### config.mk
export PLATFORM = sky130hd
export DESIGN_NAME = fault_manager
export DESIGN_NICKNAME = d
export VERILOG_FILES = /design/src/rtl/fault_pkg.sv /design/src/rtl/lamp_if.sv /design/src/rtl/lamp_driver.sv /design/src/rtl/pin_sync.sv /design/src/rtl/fault_manager.sv
export VERILOG_INCLUDE_DIRS = /design/src /design/src/rtl
export SDC_FILE = /design/constraint.sdc
export NUM_CORES = 1
export LEC_CHECK = 0
export BUFFER_PORTS_ARGS = -buffer_cell sky130_fd_sc_hd__buf_2
export CAP_MARGIN = 20
export CORE_MARGIN = 2
export CORE_UTILIZATION = 42
export CTS_CLUSTER_SIZE = 20
export DETAILED_ROUTE_END_ITERATION = 10
export GPL_TIMING_DRIVEN = 1
export PLACE_DENSITY_LB_ADDON = 0.2
export SETUP_SLACK_MARGIN = 0.3
export SYNTH_ARGS = -nofsm -noshare
export SYNTH_HDL_FRONTEND = slang
export SYNTH_SLANG_ARGS = --single-unit
### constraint.sdc
create_clock -name pclk -period 1.8 [get_ports pclk]
set_input_delay 0.36 -clock pclk [delete_from_list [all_inputs] [get_ports pclk]]
set_output_delay 0.36 -clock pclk [all_outputs]
set_load 0.03 [all_outputs]
### src/rtl/fault_consts.svh
/*
  Register offsets, field positions, reset values, fault code words and
  timing figures of the controller fault manager.
  Assumes inclusion by bare name from the design and bench files.
*/
`ifndef FAULT_CONSTS_SVH
`define FAULT_CONSTS_SVH

// Register byte offsets on the 12-bit APB address.
`define OFS_STATUS 12'h000
`define OFS_FLAGS  12'h004
`define OFS_BCODE  12'h008
`define OFS_PCODE  12'h00C
`define OFS_CTRL   12'h010
`define OFS_CMD    12'h014

// Flag positions within the flags register.
`define FLG_STRING 0
`define FLG_ARITH  1
`define FLG_INDEX  2
`define FLG_WDOG   3
`define FLG_CHART  4

// Control register fields and reset value.
`define CTL_DIAG      0
`define CTL_AUTORUN   1
`define CTL_ESC_LSB   2
`define CTL_RESET     7'h00

// Command register bits.
`define CMD_RUN    0
`define CMD_STOP   1
`define CMD_REINIT 2

// Blocking fault code words.
`define BC_WATCHDOG    16'hDEB0
`define BC_CHART_TABLE 16'hDEF7
`define BC_CHART_STEP  16'hDEFE
`define BC_HALT_INSTR  16'h2258
`define BC_JUMP        16'hDEF8
`define BC_STRING      16'hDEF1
`define BC_DIV0        16'hDEF0
`define BC_CAPOV       16'hDEF2
`define BC_FLOAT       16'hDE87
`define BC_INDEX       16'hDEF3

// Processor fault code words.
`define PC_SYS_WD_BUS  8'h80
`define PC_BUS_WIRING  8'h81
`define PC_CODE        8'h01
`define PC_IRQ         8'h02
`define PC_SYS_STACK   8'h03
`define PC_USER_STACK  8'h04

// Lamp blink half period and clock rate.
`define BLINK_HALF_MS  250
`define PCLK_MHZ       100

`endif

### src/rtl/fault_pkg.sv
/*
  Types shared by the controller fault manager modules.
  Assumes nothing of its surroundings.
*/
package fault_pkg;

  typedef enum logic [2:0] {
    ST_STOPPED = 3'b000,
    ST_RUNNING = 3'b001,
    ST_HALT    = 3'b010,
    ST_ERROR   = 3'b011
  } state_type;

  typedef enum logic [2:0] {
    EK_STRING = 3'b000,
    EK_DIV0   = 3'b001,
    EK_CAPOV  = 3'b010,
    EK_FLOAT  = 3'b011,
    EK_INDEX  = 3'b100
  } exec_kind_type;

  typedef enum logic [2:0] {
    BK_WATCHDOG    = 3'b000,
    BK_CHART_TABLE = 3'b001,
    BK_CHART_STEP  = 3'b010,
    BK_HALT_INSTR  = 3'b011,
    BK_JUMP        = 3'b100
  } block_kind_type;

  typedef enum logic [2:0] {
    PK_SYS_WD_BUS = 3'b000,
    PK_BUS_WIRING = 3'b001,
    PK_CODE       = 3'b010,
    PK_IRQ        = 3'b011,
    PK_SYS_STACK  = 3'b100,
    PK_USER_STACK = 3'b101
  } proc_kind_type;

  typedef enum logic [1:0] {
    LM_OFF   = 2'b00,
    LM_ON    = 2'b01,
    LM_BLINK = 2'b10
  } lamp_mode_type;

endpackage : fault_pkg

### src/rtl/lamp_if.sv
/*
  Link between the fault manager core and one indicator lamp driver.
  Assumes both ends run on the same clock.
*/
`timescale 1ns/1ps
interface lamp_if;
  fault_pkg::lamp_mode_type mode;
  logic                     lamp;
  modport ctl (output mode, input lamp);
  modport drv (input mode, output lamp);
endinterface : lamp_if

### src/rtl/lamp_driver.sv
/*
  Drives one indicator lamp off, on or flashing from a mode request.
  Assumes every instance leaves reset together, so all lamps flash in step.
*/
`timescale 1ns/1ps
module lamp_driver #(
  parameter int unsigned HALF_CYCLES = 25000000
) (
  // Clock and reset
  input wire logic pclk,
  input wire logic presetn,
  // Lamp link
  lamp_if.drv      lnk
);
  localparam int CW = $clog2(HALF_CYCLES + 1);

  typedef struct packed {
    logic [CW-1:0] cnt;
    logic          phase;
    logic          lamp;
  } drv_type;

  drv_type s_r;
  drv_type s_nxt;

  always_comb begin
    s_nxt = s_r;
    if (s_r.cnt == CW'(HALF_CYCLES - 1)) begin
      s_nxt.cnt   = '0;
      s_nxt.phase = ~s_r.phase;
    end else begin
      s_nxt.cnt = s_r.cnt + CW'(1);
    end
    unique case (lnk.mode)
      fault_pkg::LM_OFF:   s_nxt.lamp = 1'b0;
      fault_pkg::LM_ON:    s_nxt.lamp = 1'b1;
      fault_pkg::LM_BLINK: s_nxt.lamp = s_nxt.phase;
      default:             s_nxt.lamp = 1'b0;
    endcase
  end

  always_ff @(posedge pclk or negedge presetn) begin
    if (!presetn) begin
      s_r <= '0;
    end else begin
      s_r <= s_nxt;
    end
  end

  assign lnk.lamp = s_r.lamp;

endmodule : lamp_driver

### src/rtl/pin_sync.sv
/*
  Two-stage synchroniser for an asynchronous pin with a rising-edge pulse.
  Assumes the pin stays high for at least two clock periods per press.
*/
`timescale 1ns/1ps
module pin_sync (
  // Clock and reset
  input wire logic pclk,
  input wire logic presetn,
  // Pin and pulse
  input wire logic pin,
  output logic     rise
);
  typedef struct packed {
    logic s1;
    logic s2;
    logic s3;
    logic rise;
  } sync_type;

  sync_type s_r;
  sync_type s_nxt;

  // The first stage feeds only the second; the edge looks at later stages.
  always_comb begin
    s_nxt      = s_r;
    s_nxt.s1   = pin;
    s_nxt.s2   = s_r.s1;
    s_nxt.s3   = s_r.s2;
    s_nxt.rise = s_r.s2 & ~s_r.s3;
  end

  always_ff @(posedge pclk or negedge presetn) begin
    if (!presetn) begin
      s_r <= '0;
    end else begin
      s_r <= s_nxt;
    end
  end

  assign rise = s_r.rise;

endmodule : pin_sync

### src/rtl/fault_manager.sv
/*
  Controller fault manager: classifies execution, blocking and processor
  faults, keeps the fault flags and code words, runs the run/stop/halt/
  error state and drives the run and error lamps; APB register slave.
  Assumes fault events come as one-cycle pulses from logic on pclk and the
  reset pushbutton arrives asynchronously on a pin.
*/
// The implementer's own choices: the register offsets and register access over APB.
// How it works
// RULE1: an execution fault sets its sticky string, arithmetic or index flag.
// RULE2: software tests and clears those flags; hardware never clears them.
// RULE3: string error, overflow/float/divide, index overflow map to their flags.
// RULE4: with diagnostics on, selected execution faults halt and log a code.
// RULE5: a blocking fault halts all tasks at once without a processor fault.
// RULE6: only reinit command or the reset pushbutton leave the halt state; a processor fault in halt also moves it to error.
// RULE7: restart from halt initialises data, inputs and forces outputs to fallback.
// RULE8: after a halt restart the application runs only on a run command.
// RULE9: halt flashes both lamps and sets watchdog and/or chart flags.
// RULE10: chart table overrun and unresolved step set chart flag and own codes.
// RULE11: watchdog, halt instruction and unresolved jump each write their code.
// RULE12: escalated string, divide and overflow faults write their own codes.
// RULE13: escalated float error and index overflow write their own codes.
// RULE14: a processor fault stops in error; only a cold restart leaves it.
// RULE15: after a processor fault the next cold start comes up stopped.
// RULE16: processor fault causes are logged, bus faults with their two codes.
// RULE17: code, interrupt and stack faults are processor faults too.
// RULE18: in error every bus access is refused; the code reads after cold start.
// RULE19: a non-blocking fault leaves the operating state unchanged.
// RULE20: the first blocking fault code is kept until restart.
`timescale 1ns/1ps
`include "fault_consts.svh"
module fault_manager #(
  parameter int unsigned BLINK_HALF_CYCLES =
    `BLINK_HALF_MS * 1000 * `PCLK_MHZ
) (
  // Clock and reset
  input wire logic                      pclk,
  input wire logic                      presetn,
  // APB slave
  input wire logic [11:0]               paddr,
  input wire logic                      psel,
  input wire logic                      penable,
  input wire logic                      pwrite,
  input wire logic [31:0]               pwdata,
  output logic     [31:0]               prdata,
  output logic                          pready,
  output logic                          pslverr,
  // Fault events from the execution engine
  input wire logic                      exec_fault_valid,
  input wire fault_pkg::exec_kind_type  exec_fault_kind,
  input wire logic                      block_fault_valid,
  input wire fault_pkg::block_kind_type block_fault_kind,
  input wire logic                      proc_fault_valid,
  input wire fault_pkg::proc_kind_type  proc_fault_kind,
  // Reset pushbutton pin
  input wire logic                      reset_button,
  // Application control and lamps
  output logic                          app_run,
  output logic                          app_halt,
  output logic                          app_init,
  output logic                          outputs_fallback,
  output logic                          run_lamp,
  output logic                          err_lamp
);
  typedef struct packed {
    fault_pkg::state_type st;
    logic [4:0]           flags;
    logic [15:0]          bcode;
    logic [7:0]           pcode;
    logic                 forced_stop;
    logic [6:0]           ctrl;
    logic [31:0]          prdata;
    logic                 pready;
    logic                 pslverr;
    logic                 app_run;
    logic                 app_halt;
    logic                 app_init;
    logic                 fallback;
  } core_type;

  core_type s_r;
  core_type s_nxt;

  logic        btn_pulse;
  logic        setup;
  logic        access;
  logic        wr_ok;
  logic        wr_flags;
  logic        cmd_run;
  logic        cmd_stop;
  logic        cmd_reinit;
  logic        mapped;
  logic        escalate;
  logic        restart;
  logic [31:0] rd_mux;
  logic [15:0] esc_code;
  logic [15:0] blk_code;
  logic [7:0]  proc_code;
  logic [1:0]  blk_flags;

  lamp_if run_if ();
  lamp_if err_if ();

  pin_sync u_button (
    .pclk    (pclk),
    .presetn (presetn),
    .pin     (reset_button),
    .rise    (btn_pulse)
  );

  lamp_driver #(.HALF_CYCLES(BLINK_HALF_CYCLES)) u_run_lamp (
    .pclk    (pclk),
    .presetn (presetn),
    .lnk     (run_if.drv)
  );

  lamp_driver #(.HALF_CYCLES(BLINK_HALF_CYCLES)) u_err_lamp (
    .pclk    (pclk),
    .presetn (presetn),
    .lnk     (err_if.drv)
  );

  // Code lookups for each fault class.
  always_comb begin
    esc_code = `BC_STRING;
    unique case (exec_fault_kind)
      fault_pkg::EK_STRING: esc_code = `BC_STRING;  // RULE12
      fault_pkg::EK_DIV0:   esc_code = `BC_DIV0;    // RULE12
      fault_pkg::EK_CAPOV:  esc_code = `BC_CAPOV;   // RULE12
      fault_pkg::EK_FLOAT:  esc_code = `BC_FLOAT;   // RULE13
      fault_pkg::EK_INDEX:  esc_code = `BC_INDEX;   // RULE13
      default:              esc_code = `BC_STRING;
    endcase
    blk_flags = 2'b00;
    unique case (block_fault_kind)
      fault_pkg::BK_WATCHDOG: begin
        blk_code  = `BC_WATCHDOG;                   // RULE11
        blk_flags = 2'b01;
      end
      fault_pkg::BK_CHART_TABLE: begin
        blk_code  = `BC_CHART_TABLE;                // RULE10
        blk_flags = 2'b10;
      end
      fault_pkg::BK_CHART_STEP: begin
        blk_code  = `BC_CHART_STEP;                 // RULE10
        blk_flags = 2'b10;
      end
      fault_pkg::BK_HALT_INSTR: blk_code = `BC_HALT_INSTR; // RULE11
      fault_pkg::BK_JUMP:       blk_code = `BC_JUMP;       // RULE11
      default:                  blk_code = `BC_WATCHDOG;
    endcase
    unique case (proc_fault_kind)
      fault_pkg::PK_SYS_WD_BUS: proc_code = `PC_SYS_WD_BUS; // RULE16
      fault_pkg::PK_BUS_WIRING: proc_code = `PC_BUS_WIRING; // RULE16
      fault_pkg::PK_CODE:       proc_code = `PC_CODE;       // RULE17
      fault_pkg::PK_IRQ:        proc_code = `PC_IRQ;        // RULE17
      fault_pkg::PK_SYS_STACK:  proc_code = `PC_SYS_STACK;  // RULE17
      fault_pkg::PK_USER_STACK: proc_code = `PC_USER_STACK; // RULE17
      default:                  proc_code = `PC_CODE;
    endcase
  end

  // Bus decode and read mux.
  always_comb begin
    setup    = psel && !penable;
    access   = psel && penable && s_r.pready;
    wr_ok    = access && pwrite && !s_r.pslverr;
    wr_flags = wr_ok && (paddr == `OFS_FLAGS);
    cmd_run    = wr_ok && (paddr == `OFS_CMD) && pwdata[`CMD_RUN];
    cmd_stop   = wr_ok && (paddr == `OFS_CMD) && pwdata[`CMD_STOP];
    cmd_reinit = wr_ok && (paddr == `OFS_CMD) && pwdata[`CMD_REINIT];
    mapped = 1'b1;
    rd_mux = 32'h00000000;
    unique case (paddr)
      `OFS_STATUS: rd_mux = {23'h000000, s_r.flags, s_r.forced_stop,
                             s_r.st};
      `OFS_FLAGS:  rd_mux = {27'h0000000, s_r.flags};
      `OFS_BCODE:  rd_mux = {16'h0000, s_r.bcode};
      `OFS_PCODE:  rd_mux = {24'h000000, s_r.pcode};
      `OFS_CTRL:   rd_mux = {25'h0000000, s_r.ctrl};
      `OFS_CMD:    rd_mux = 32'h00000000;
      default:     mapped = 1'b0;
    endcase
    escalate = s_r.ctrl[`CTL_DIAG] &&
               s_r.ctrl[`CTL_ESC_LSB + 32'(exec_fault_kind)];
    restart  = btn_pulse || cmd_reinit;
  end

  always_comb begin
    s_nxt          = s_r;
    s_nxt.app_init = 1'b0;
    // Registers answer from the setup cycle, so pready is high in the
    // first access cycle and no wait states are ever inserted.
    s_nxt.pready = setup;
    if (setup) begin
      s_nxt.pslverr = !mapped || (s_r.st == fault_pkg::ST_ERROR); // RULE18
      s_nxt.prdata  = (s_r.st == fault_pkg::ST_ERROR) ? 32'h00000000
                                                      : rd_mux;
    end else begin
      s_nxt.pslverr = 1'b0;
    end
    if (wr_ok && paddr == `OFS_CTRL) begin
      s_nxt.ctrl = pwdata[6:0];
    end
    // Software may only clear the three execution flags.
    if (wr_flags) begin
      s_nxt.flags[2:0] = s_r.flags[2:0] & pwdata[2:0]; // RULE2
    end
    if (s_r.st == fault_pkg::ST_RUNNING && exec_fault_valid) begin
      unique case (exec_fault_kind)
        fault_pkg::EK_STRING: s_nxt.flags[`FLG_STRING] = 1'b1; // RULE3
        fault_pkg::EK_INDEX:  s_nxt.flags[`FLG_INDEX]  = 1'b1; // RULE3
        default:              s_nxt.flags[`FLG_ARITH]  = 1'b1; // RULE1
      endcase
    end
    unique case (s_r.st)
      fault_pkg::ST_STOPPED, fault_pkg::ST_RUNNING: begin
        if (restart) begin
          s_nxt.st = (btn_pulse && s_r.ctrl[`CTL_AUTORUN])
                     ? fault_pkg::ST_RUNNING : fault_pkg::ST_STOPPED;
          s_nxt.app_init = 1'b1;
        end else if (cmd_stop) begin
          s_nxt.st = fault_pkg::ST_STOPPED;
        end else if (cmd_run) begin
          s_nxt.st          = fault_pkg::ST_RUNNING;
          s_nxt.forced_stop = 1'b0;
        end
        // Execution faults only block when escalated; otherwise the
        // state is left alone.
        if (s_r.st == fault_pkg::ST_RUNNING) begin          // RULE20
          if (block_fault_valid) begin
            s_nxt.st = fault_pkg::ST_HALT;                  // RULE5
            s_nxt.bcode = blk_code;                         // RULE11
            s_nxt.flags[`FLG_CHART:`FLG_WDOG] = blk_flags;  // RULE9
          end else if (exec_fault_valid && escalate) begin  // RULE19
            s_nxt.st    = fault_pkg::ST_HALT;               // RULE4
            s_nxt.bcode = esc_code;                         // RULE4
          end
        end
      end
      fault_pkg::ST_HALT: begin
        // Later blocking faults are ignored so the first code survives.
        if (restart) begin                                  // RULE6
          s_nxt.st       = fault_pkg::ST_STOPPED;           // RULE8
          s_nxt.app_init = 1'b1;                            // RULE7
          s_nxt.bcode    = 16'h0000;
          s_nxt.flags[`FLG_CHART:`FLG_WDOG] = 2'b00;
        end
      end
      fault_pkg::ST_ERROR: begin
        if (btn_pulse) begin                                // RULE14
          s_nxt.st       = fault_pkg::ST_STOPPED;           // RULE15
          s_nxt.app_init = 1'b1;
        end
      end
      default: s_nxt.st = fault_pkg::ST_ERROR;
    endcase
    // Outside the error state, a processor fault outranks any other state change in its cycle and clears app_init.
    if (proc_fault_valid && s_r.st != fault_pkg::ST_ERROR) begin
      s_nxt.st          = fault_pkg::ST_ERROR;              // RULE14
      s_nxt.pcode       = proc_code;                        // RULE16
      s_nxt.forced_stop = 1'b1;                             // RULE15
      s_nxt.app_init    = 1'b0;
    end
    s_nxt.app_run  = (s_nxt.st == fault_pkg::ST_RUNNING);
    s_nxt.app_halt = (s_nxt.st == fault_pkg::ST_HALT);      // RULE5
    s_nxt.fallback = (s_nxt.st != fault_pkg::ST_RUNNING);   // RULE7
  end

  always_ff @(posedge pclk or negedge presetn) begin
    if (!presetn) begin
      s_r       <= '0;
      s_r.ctrl  <= `CTL_RESET;
    end else begin
      s_r <= s_nxt;
    end
  end

  // Lamp modes follow the registered state.
  always_comb begin
    unique case (s_r.st)
      fault_pkg::ST_RUNNING: begin
        run_if.mode = fault_pkg::LM_ON;
        err_if.mode = fault_pkg::LM_OFF;
      end
      fault_pkg::ST_HALT: begin
        run_if.mode = fault_pkg::LM_BLINK;                  // RULE9
        err_if.mode = fault_pkg::LM_BLINK;                  // RULE9
      end
      fault_pkg::ST_ERROR: begin
        run_if.mode = fault_pkg::LM_OFF;
        err_if.mode = fault_pkg::LM_ON;
      end
      default: begin
        run_if.mode = fault_pkg::LM_BLINK;
        err_if.mode = fault_pkg::LM_OFF;
      end
    endcase
  end

  assign prdata           = s_r.prdata;
  assign pready           = s_r.pready;
  assign pslverr          = s_r.pslverr;
  assign app_run          = s_r.app_run;
  assign app_halt         = s_r.app_halt;
  assign app_init         = s_r.app_init;
  assign outputs_fallback = s_r.fallback;
  assign run_lamp         = run_if.lamp;
  assign err_lamp         = err_if.lamp;
endmodule : fault_manager

# After elaboration in Yosys (flattened, before gate mapping)

Cells that the tools add are included.

Mux-type cells: 50
Equality and inequality tests: 36
Order comparisons: 1
Bitwise operators: 5
Reductions and logical operators: 37
Add/sub/neg operators: 3

Operators by type and width:

| operator                                                               | number |
|---|---|
| 16-bit one-hot mux with 5 select lines                                 | 1 |
| 16-bit 2-to-1 mux                                                      | 4 |
| 16-bit one-hot mux with 4 select lines                                 | 1 |
| 25-bit by 1-bit adder with 25-bit output, second input constant        | 2 |
| 25-bit equality test, second input constant                            | 2 |
| 25-bit 2-to-1 mux                                                      | 2 |
| 8-bit one-hot mux with 5 select lines                                  | 1 |
| 32-bit 2-to-1 mux                                                      | 1 |
| 16-bit one-hot mux with 2 select lines                                 | 1 |
| 7-bit one-hot mux with 4 select lines                                  | 1 |
| 3-bit 2-to-1 mux                                                       | 9 |
| 12-bit by 4-bit equality test with 1-bit output, second input constant | 2 |
| 12-bit by 5-bit equality test with 1-bit output, second input constant | 2 |
| 3-bit by 2-bit equality test with 1-bit output, second input constant  | 8 |
| 1-bit 2-to-1 mux                                                       | 17 |
| 1-bit logical AND                                                      | 16 |
| 2-bit one-hot mux with 2 select lines                                  | 4 |
| 3-bit by 1-bit equality test with 1-bit output, second input constant  | 5 |
| 12-bit by 3-bit equality test with 1-bit output, second input constant | 1 |
| 3-bit equality test, second input constant                             | 4 |
| 12-bit logical NOT                                                     | 1 |
| 3-bit logical NOT                                                      | 4 |
| 4-bit AND reduction                                                    | 3 |
| 5-bit 2-to-1 mux                                                       | 2 |
| 22 further kinds                                                       | 38 |

Output and inout bits: 40
Bits in registers: 136
Bits of input ports: 62

# Depth between registers and ports, before layout

Depth after elaboration: 15
Gate-level depth with buffers: 7

# Modules after synthesis

A second synthesis with hierarchy kept.

Cells, all modules: 567
Area, all modules: 5,670.4 um^2

By module, submodules not included:

| module                   | sequential area each (um^2) | cells an instance | area each (um^2) | times used |
|---|---|---|---|---|
| fault_manager            | 1,201.2                     | 278               | 2,712.6          | 1 |
| lamp_driver (u_run_lamp) | 675.6                       | 146               | 1,456.4          | 1 |
| lamp_driver (u_err_lamp) | 675.6                       | 138               | 1,387.6          | 1 |
| pin_sync                 | 100.1                       | 5                 | 113.9            | 1 |

# Worst setup path before layout

Ideal clock, no wire load.

Kind: in2reg
From: input port exec_fault_kind[2]
To: register s_r (netlist bit outputs_fallback)
Data required time: 1.661 ns
Setup slack: -0.036 ns
Data arrival time: 1.698 ns
Buffers on the path: 1
Cell stages on the path: 6
Path through: buf_2 > mux2_4 > a211oi_2 > o41a_2 > nand2_1 > or4_1

RTL lines:

| item                 | line                 | RTL |
|---|---|---|
| from (decl)          | fault_manager.sv:50  | `input wire fault_pkg::exec_kind_type exec_fault_kind,` |
| to (signal assigned) | fault_manager.sv:275 | `s_r <= s_nxt;` |
| to (decl)            | fault_manager.sv:81  | `core_type s_r;` |

==> flow_summary.json <==
{
  "outcome": "completed",
  "synth_most_common_cell": "dfrtp_1",
  "die-area_um2": 13900,
  "antenna_found_initial": 0,
  "grt_max_degree": 38,
  "gp_congestion": 0.858,
  "path_class": "reg -> reg",
  "die_y_um": 118,
  "start_util": 0.430,
  "max_freq_ghz": 0.561,
  "final-hold-violation-count": 0,
  "grt-busiest-layer": "met2",
  "placeableCoreArea_um2": 12600,
  "yosys-top-cells-area": "dfrtp_1, buf_4, xor2_1",
  "power_mw": 6.17,
  "synth.distinct_cells": 64,
  "rsz0062_at_grt": "true",
  "whs_path_depth": 1,
  "grt.total_usage": 0.202,
  "arrival_ns": 2.01,
  "cp_top_family": "simple AND/OR/NAND/NOR gates",
  "synthCells": 544,
  "crit_required_ns": 2.03,
  "post-route-drc-count": 0,
  "htree_num_levels": 3,
  "ir_drop_uv": 486,
  "drt-initial-drc-count": 284,
  "gr-usage-met1": 0.273,
  "n_antenna_cell": 0,
  "reg2reg_slack_ns": 0.02,
  "die_w_um": 118,
  "cts_root_buffer": "clkbuf_16",
  "avgSynthCellArea_um2": 9.99,
  "crit_buf_inv": 0,
  "crit_chain": "mux2_4, a211oi_2, o41a_4, nand2_4, or4_1",
  "first_pass_iters": 4,
  "gr-total-overflow": 0,
  "netlist_area_um2": 5430,
  "synth_top_area_share": 0.488,
  "clock-sinks": 106,
  "gr-usage-met3": 0.0528,
  "avgViaCountPerCell": 5.30,
  "report.final.slew_viol_count": 0,
  "cp.depth": 5,
  "yosysWarnings": 0,
  "grt_pass1_vias": 4523,
  "cts_made_buffers": 9,
  "cts_tree": "yes",
  "ys.flop_type": "dfrtp_1",
  "dpl_worst_slack_ns": -0.192,
  "drive_gt1_frac": 0.481,
  "critPathMaxFanout": 5,
  "cts.path.max_buffers": 2,
  "routed_wl_mm": 15.0,
  "ios": 102,
  "static-leakage-power_nw": 3.63,
  "yosys_register_bits": 106,
  "async_reset_ff_frac": 1.00,
  "layout_worst_path_cycle_share": 0.991,
  "route.antenna.remaining_nets": 0,
  "power_density_nw_per_um2": 765,
  "hpwlAfterDp_mm": 9.43,
  "path_clk_slew_ns": 0.07,
  "min_period_ns": 1.78,
  "fin_ws_ns": 0.0165,
  "synth-edff-count": 0,
  "num_vias": 4580,
  "row_count": 41,
  "synth_top_area_cell": "dfrtp_1",
  "reg2reg_depth": 5,
  "synthToLayoutAreaGrowth_pct": 48.4,
  "relSlewSlack": 0.665,
  "tightest_slew_ns": 0.502,
  "grt_pass1_wl_mm": 22.5,
  "drv_cap": 0,
  "post_drt_wl_per_cell_um": 17.3,
  "skew_ns": 0.00588,
  "nets": 751,
  "min_path_type": "in -> reg",
  "place.port_buffers": 60,
  "clk_latency_ns": 0.36,
  "cpPeakStageDelay_ns": 0.47,
  "startpoint_type": "flop",
  "setup_viol": 0,
  "synth_common_cells": "dfrtp_1, nand2_1, nor2_1",
  "end_kind": "flop",
  "yosysSeqAreaShare": 0.488,
  "met2_usage": 0.325,
  "slowest_stage": "or4_1"
}
-- where the power goes --
part	switching, mW	leakage [nW]	total, mW	internal (mW)
logic	0.571	2.07	1.04	0.471
clock network	0.869	0.180	2.40	1.54
registers	0.176	1.38	2.73	2.55
-- cell families (layout without fill, tap and decap cells) --
group,Yosys count,count (layout),share of synthesized area
AO/OA/AOI/OAI,75,75,0.0933
XOR/XNOR,45,45,0.0739
adder cells (fa/ha/maj),2,2,0.00461
buffers and inverters,62,194,0.0702
flip-flops,106,106,0.488
multiplexers,23,23,0.0451
other,1,17,0.000690
AND/OR/NAND/NOR,230,230,0.224
-- final timing paths --
kind | from | to
setup / recovery | s_r[40] | outputs_fallback
hold / removal | reset_button | u_button.s_nxt[2]
setup reg to reg | s_r[40] | outputs_fallback
hold reg to reg | u_button.s_nxt[2] | u_button.s_nxt[1]
max in group asynchronous | presetn | s_r[75]
min in group asynchronous | presetn | u_run_lamp.s_r[9]
-- state kept, by name (all words and copies together), names as in the netlist --
register             count
pslverr                  1
app_halt                 1
u_err_lamp.lnk.lamp      1
u_run_lamp.lnk.lamp      1
app_run                  1
prdata                  12
u_err_lamp.s_r          26
s_r                     30
u_button.s_r             1
u_run_lamp.s_r          26
app_init                 1
u_button.rise            1
pready                   1
outputs_fallback         1
u_button.s_nxt           2
-- cell type report --
cell class	count	area, um^2
well taps	172	215
inverters	9	33.8
repair buffers	169	1390
flip-flops and latches	106	2660
clock buffers	11	243
multi-input cells	392	3400
clock inverters	5	125
fillers	989	4560
-- per-stage QoR --
step	util	setup TNS [ns]	cells	hold slack (ns)	area [um^2]
floorplan	-	-0.0777	560	0.0644	5590
global placement	0.503	-2.60	814	0.334	6340
detailed placement	0.503	-3.13	814	0.337	6340
CTS	0.575	0	852	0.0965	7260
global route	0.639	-0.230	864	0.0985	8060
finish	0.639	0	864	0.109	8060
-- per-layer routing --
metal / routed length [um] / part of all wire
met2: 7450 / 0.50
met4: 201 / 0.013
met3: 830 / 0.055
met5: 0 / 0
met1: 6490 / 0.43
-- cells in the final DEF, fill, tap and decap left out, types with 13 or more instances in the layout --
cell       n
dfrtp_1  101
conb_1    17
nand2_1   42
nor2_4    19
nor2_2    14
xnor2_1   17
nor2_1    20
nand3_1   15
buf_4     72
xor2_1    22
nand4_1   18
buf_6     28
buf_2     57
mux2i_1   13
-- timing repair --
item                                    CTS  global route
endpoints found under the setup margin   78            84
buffers inserted                         19             9
cloned                                    2             3
hold buffers                              1             0
pin swaps                                27            47
endpoints found under the hold margin    32             0
resized for setup                        83           145
(Power assumes the default switching activity.)
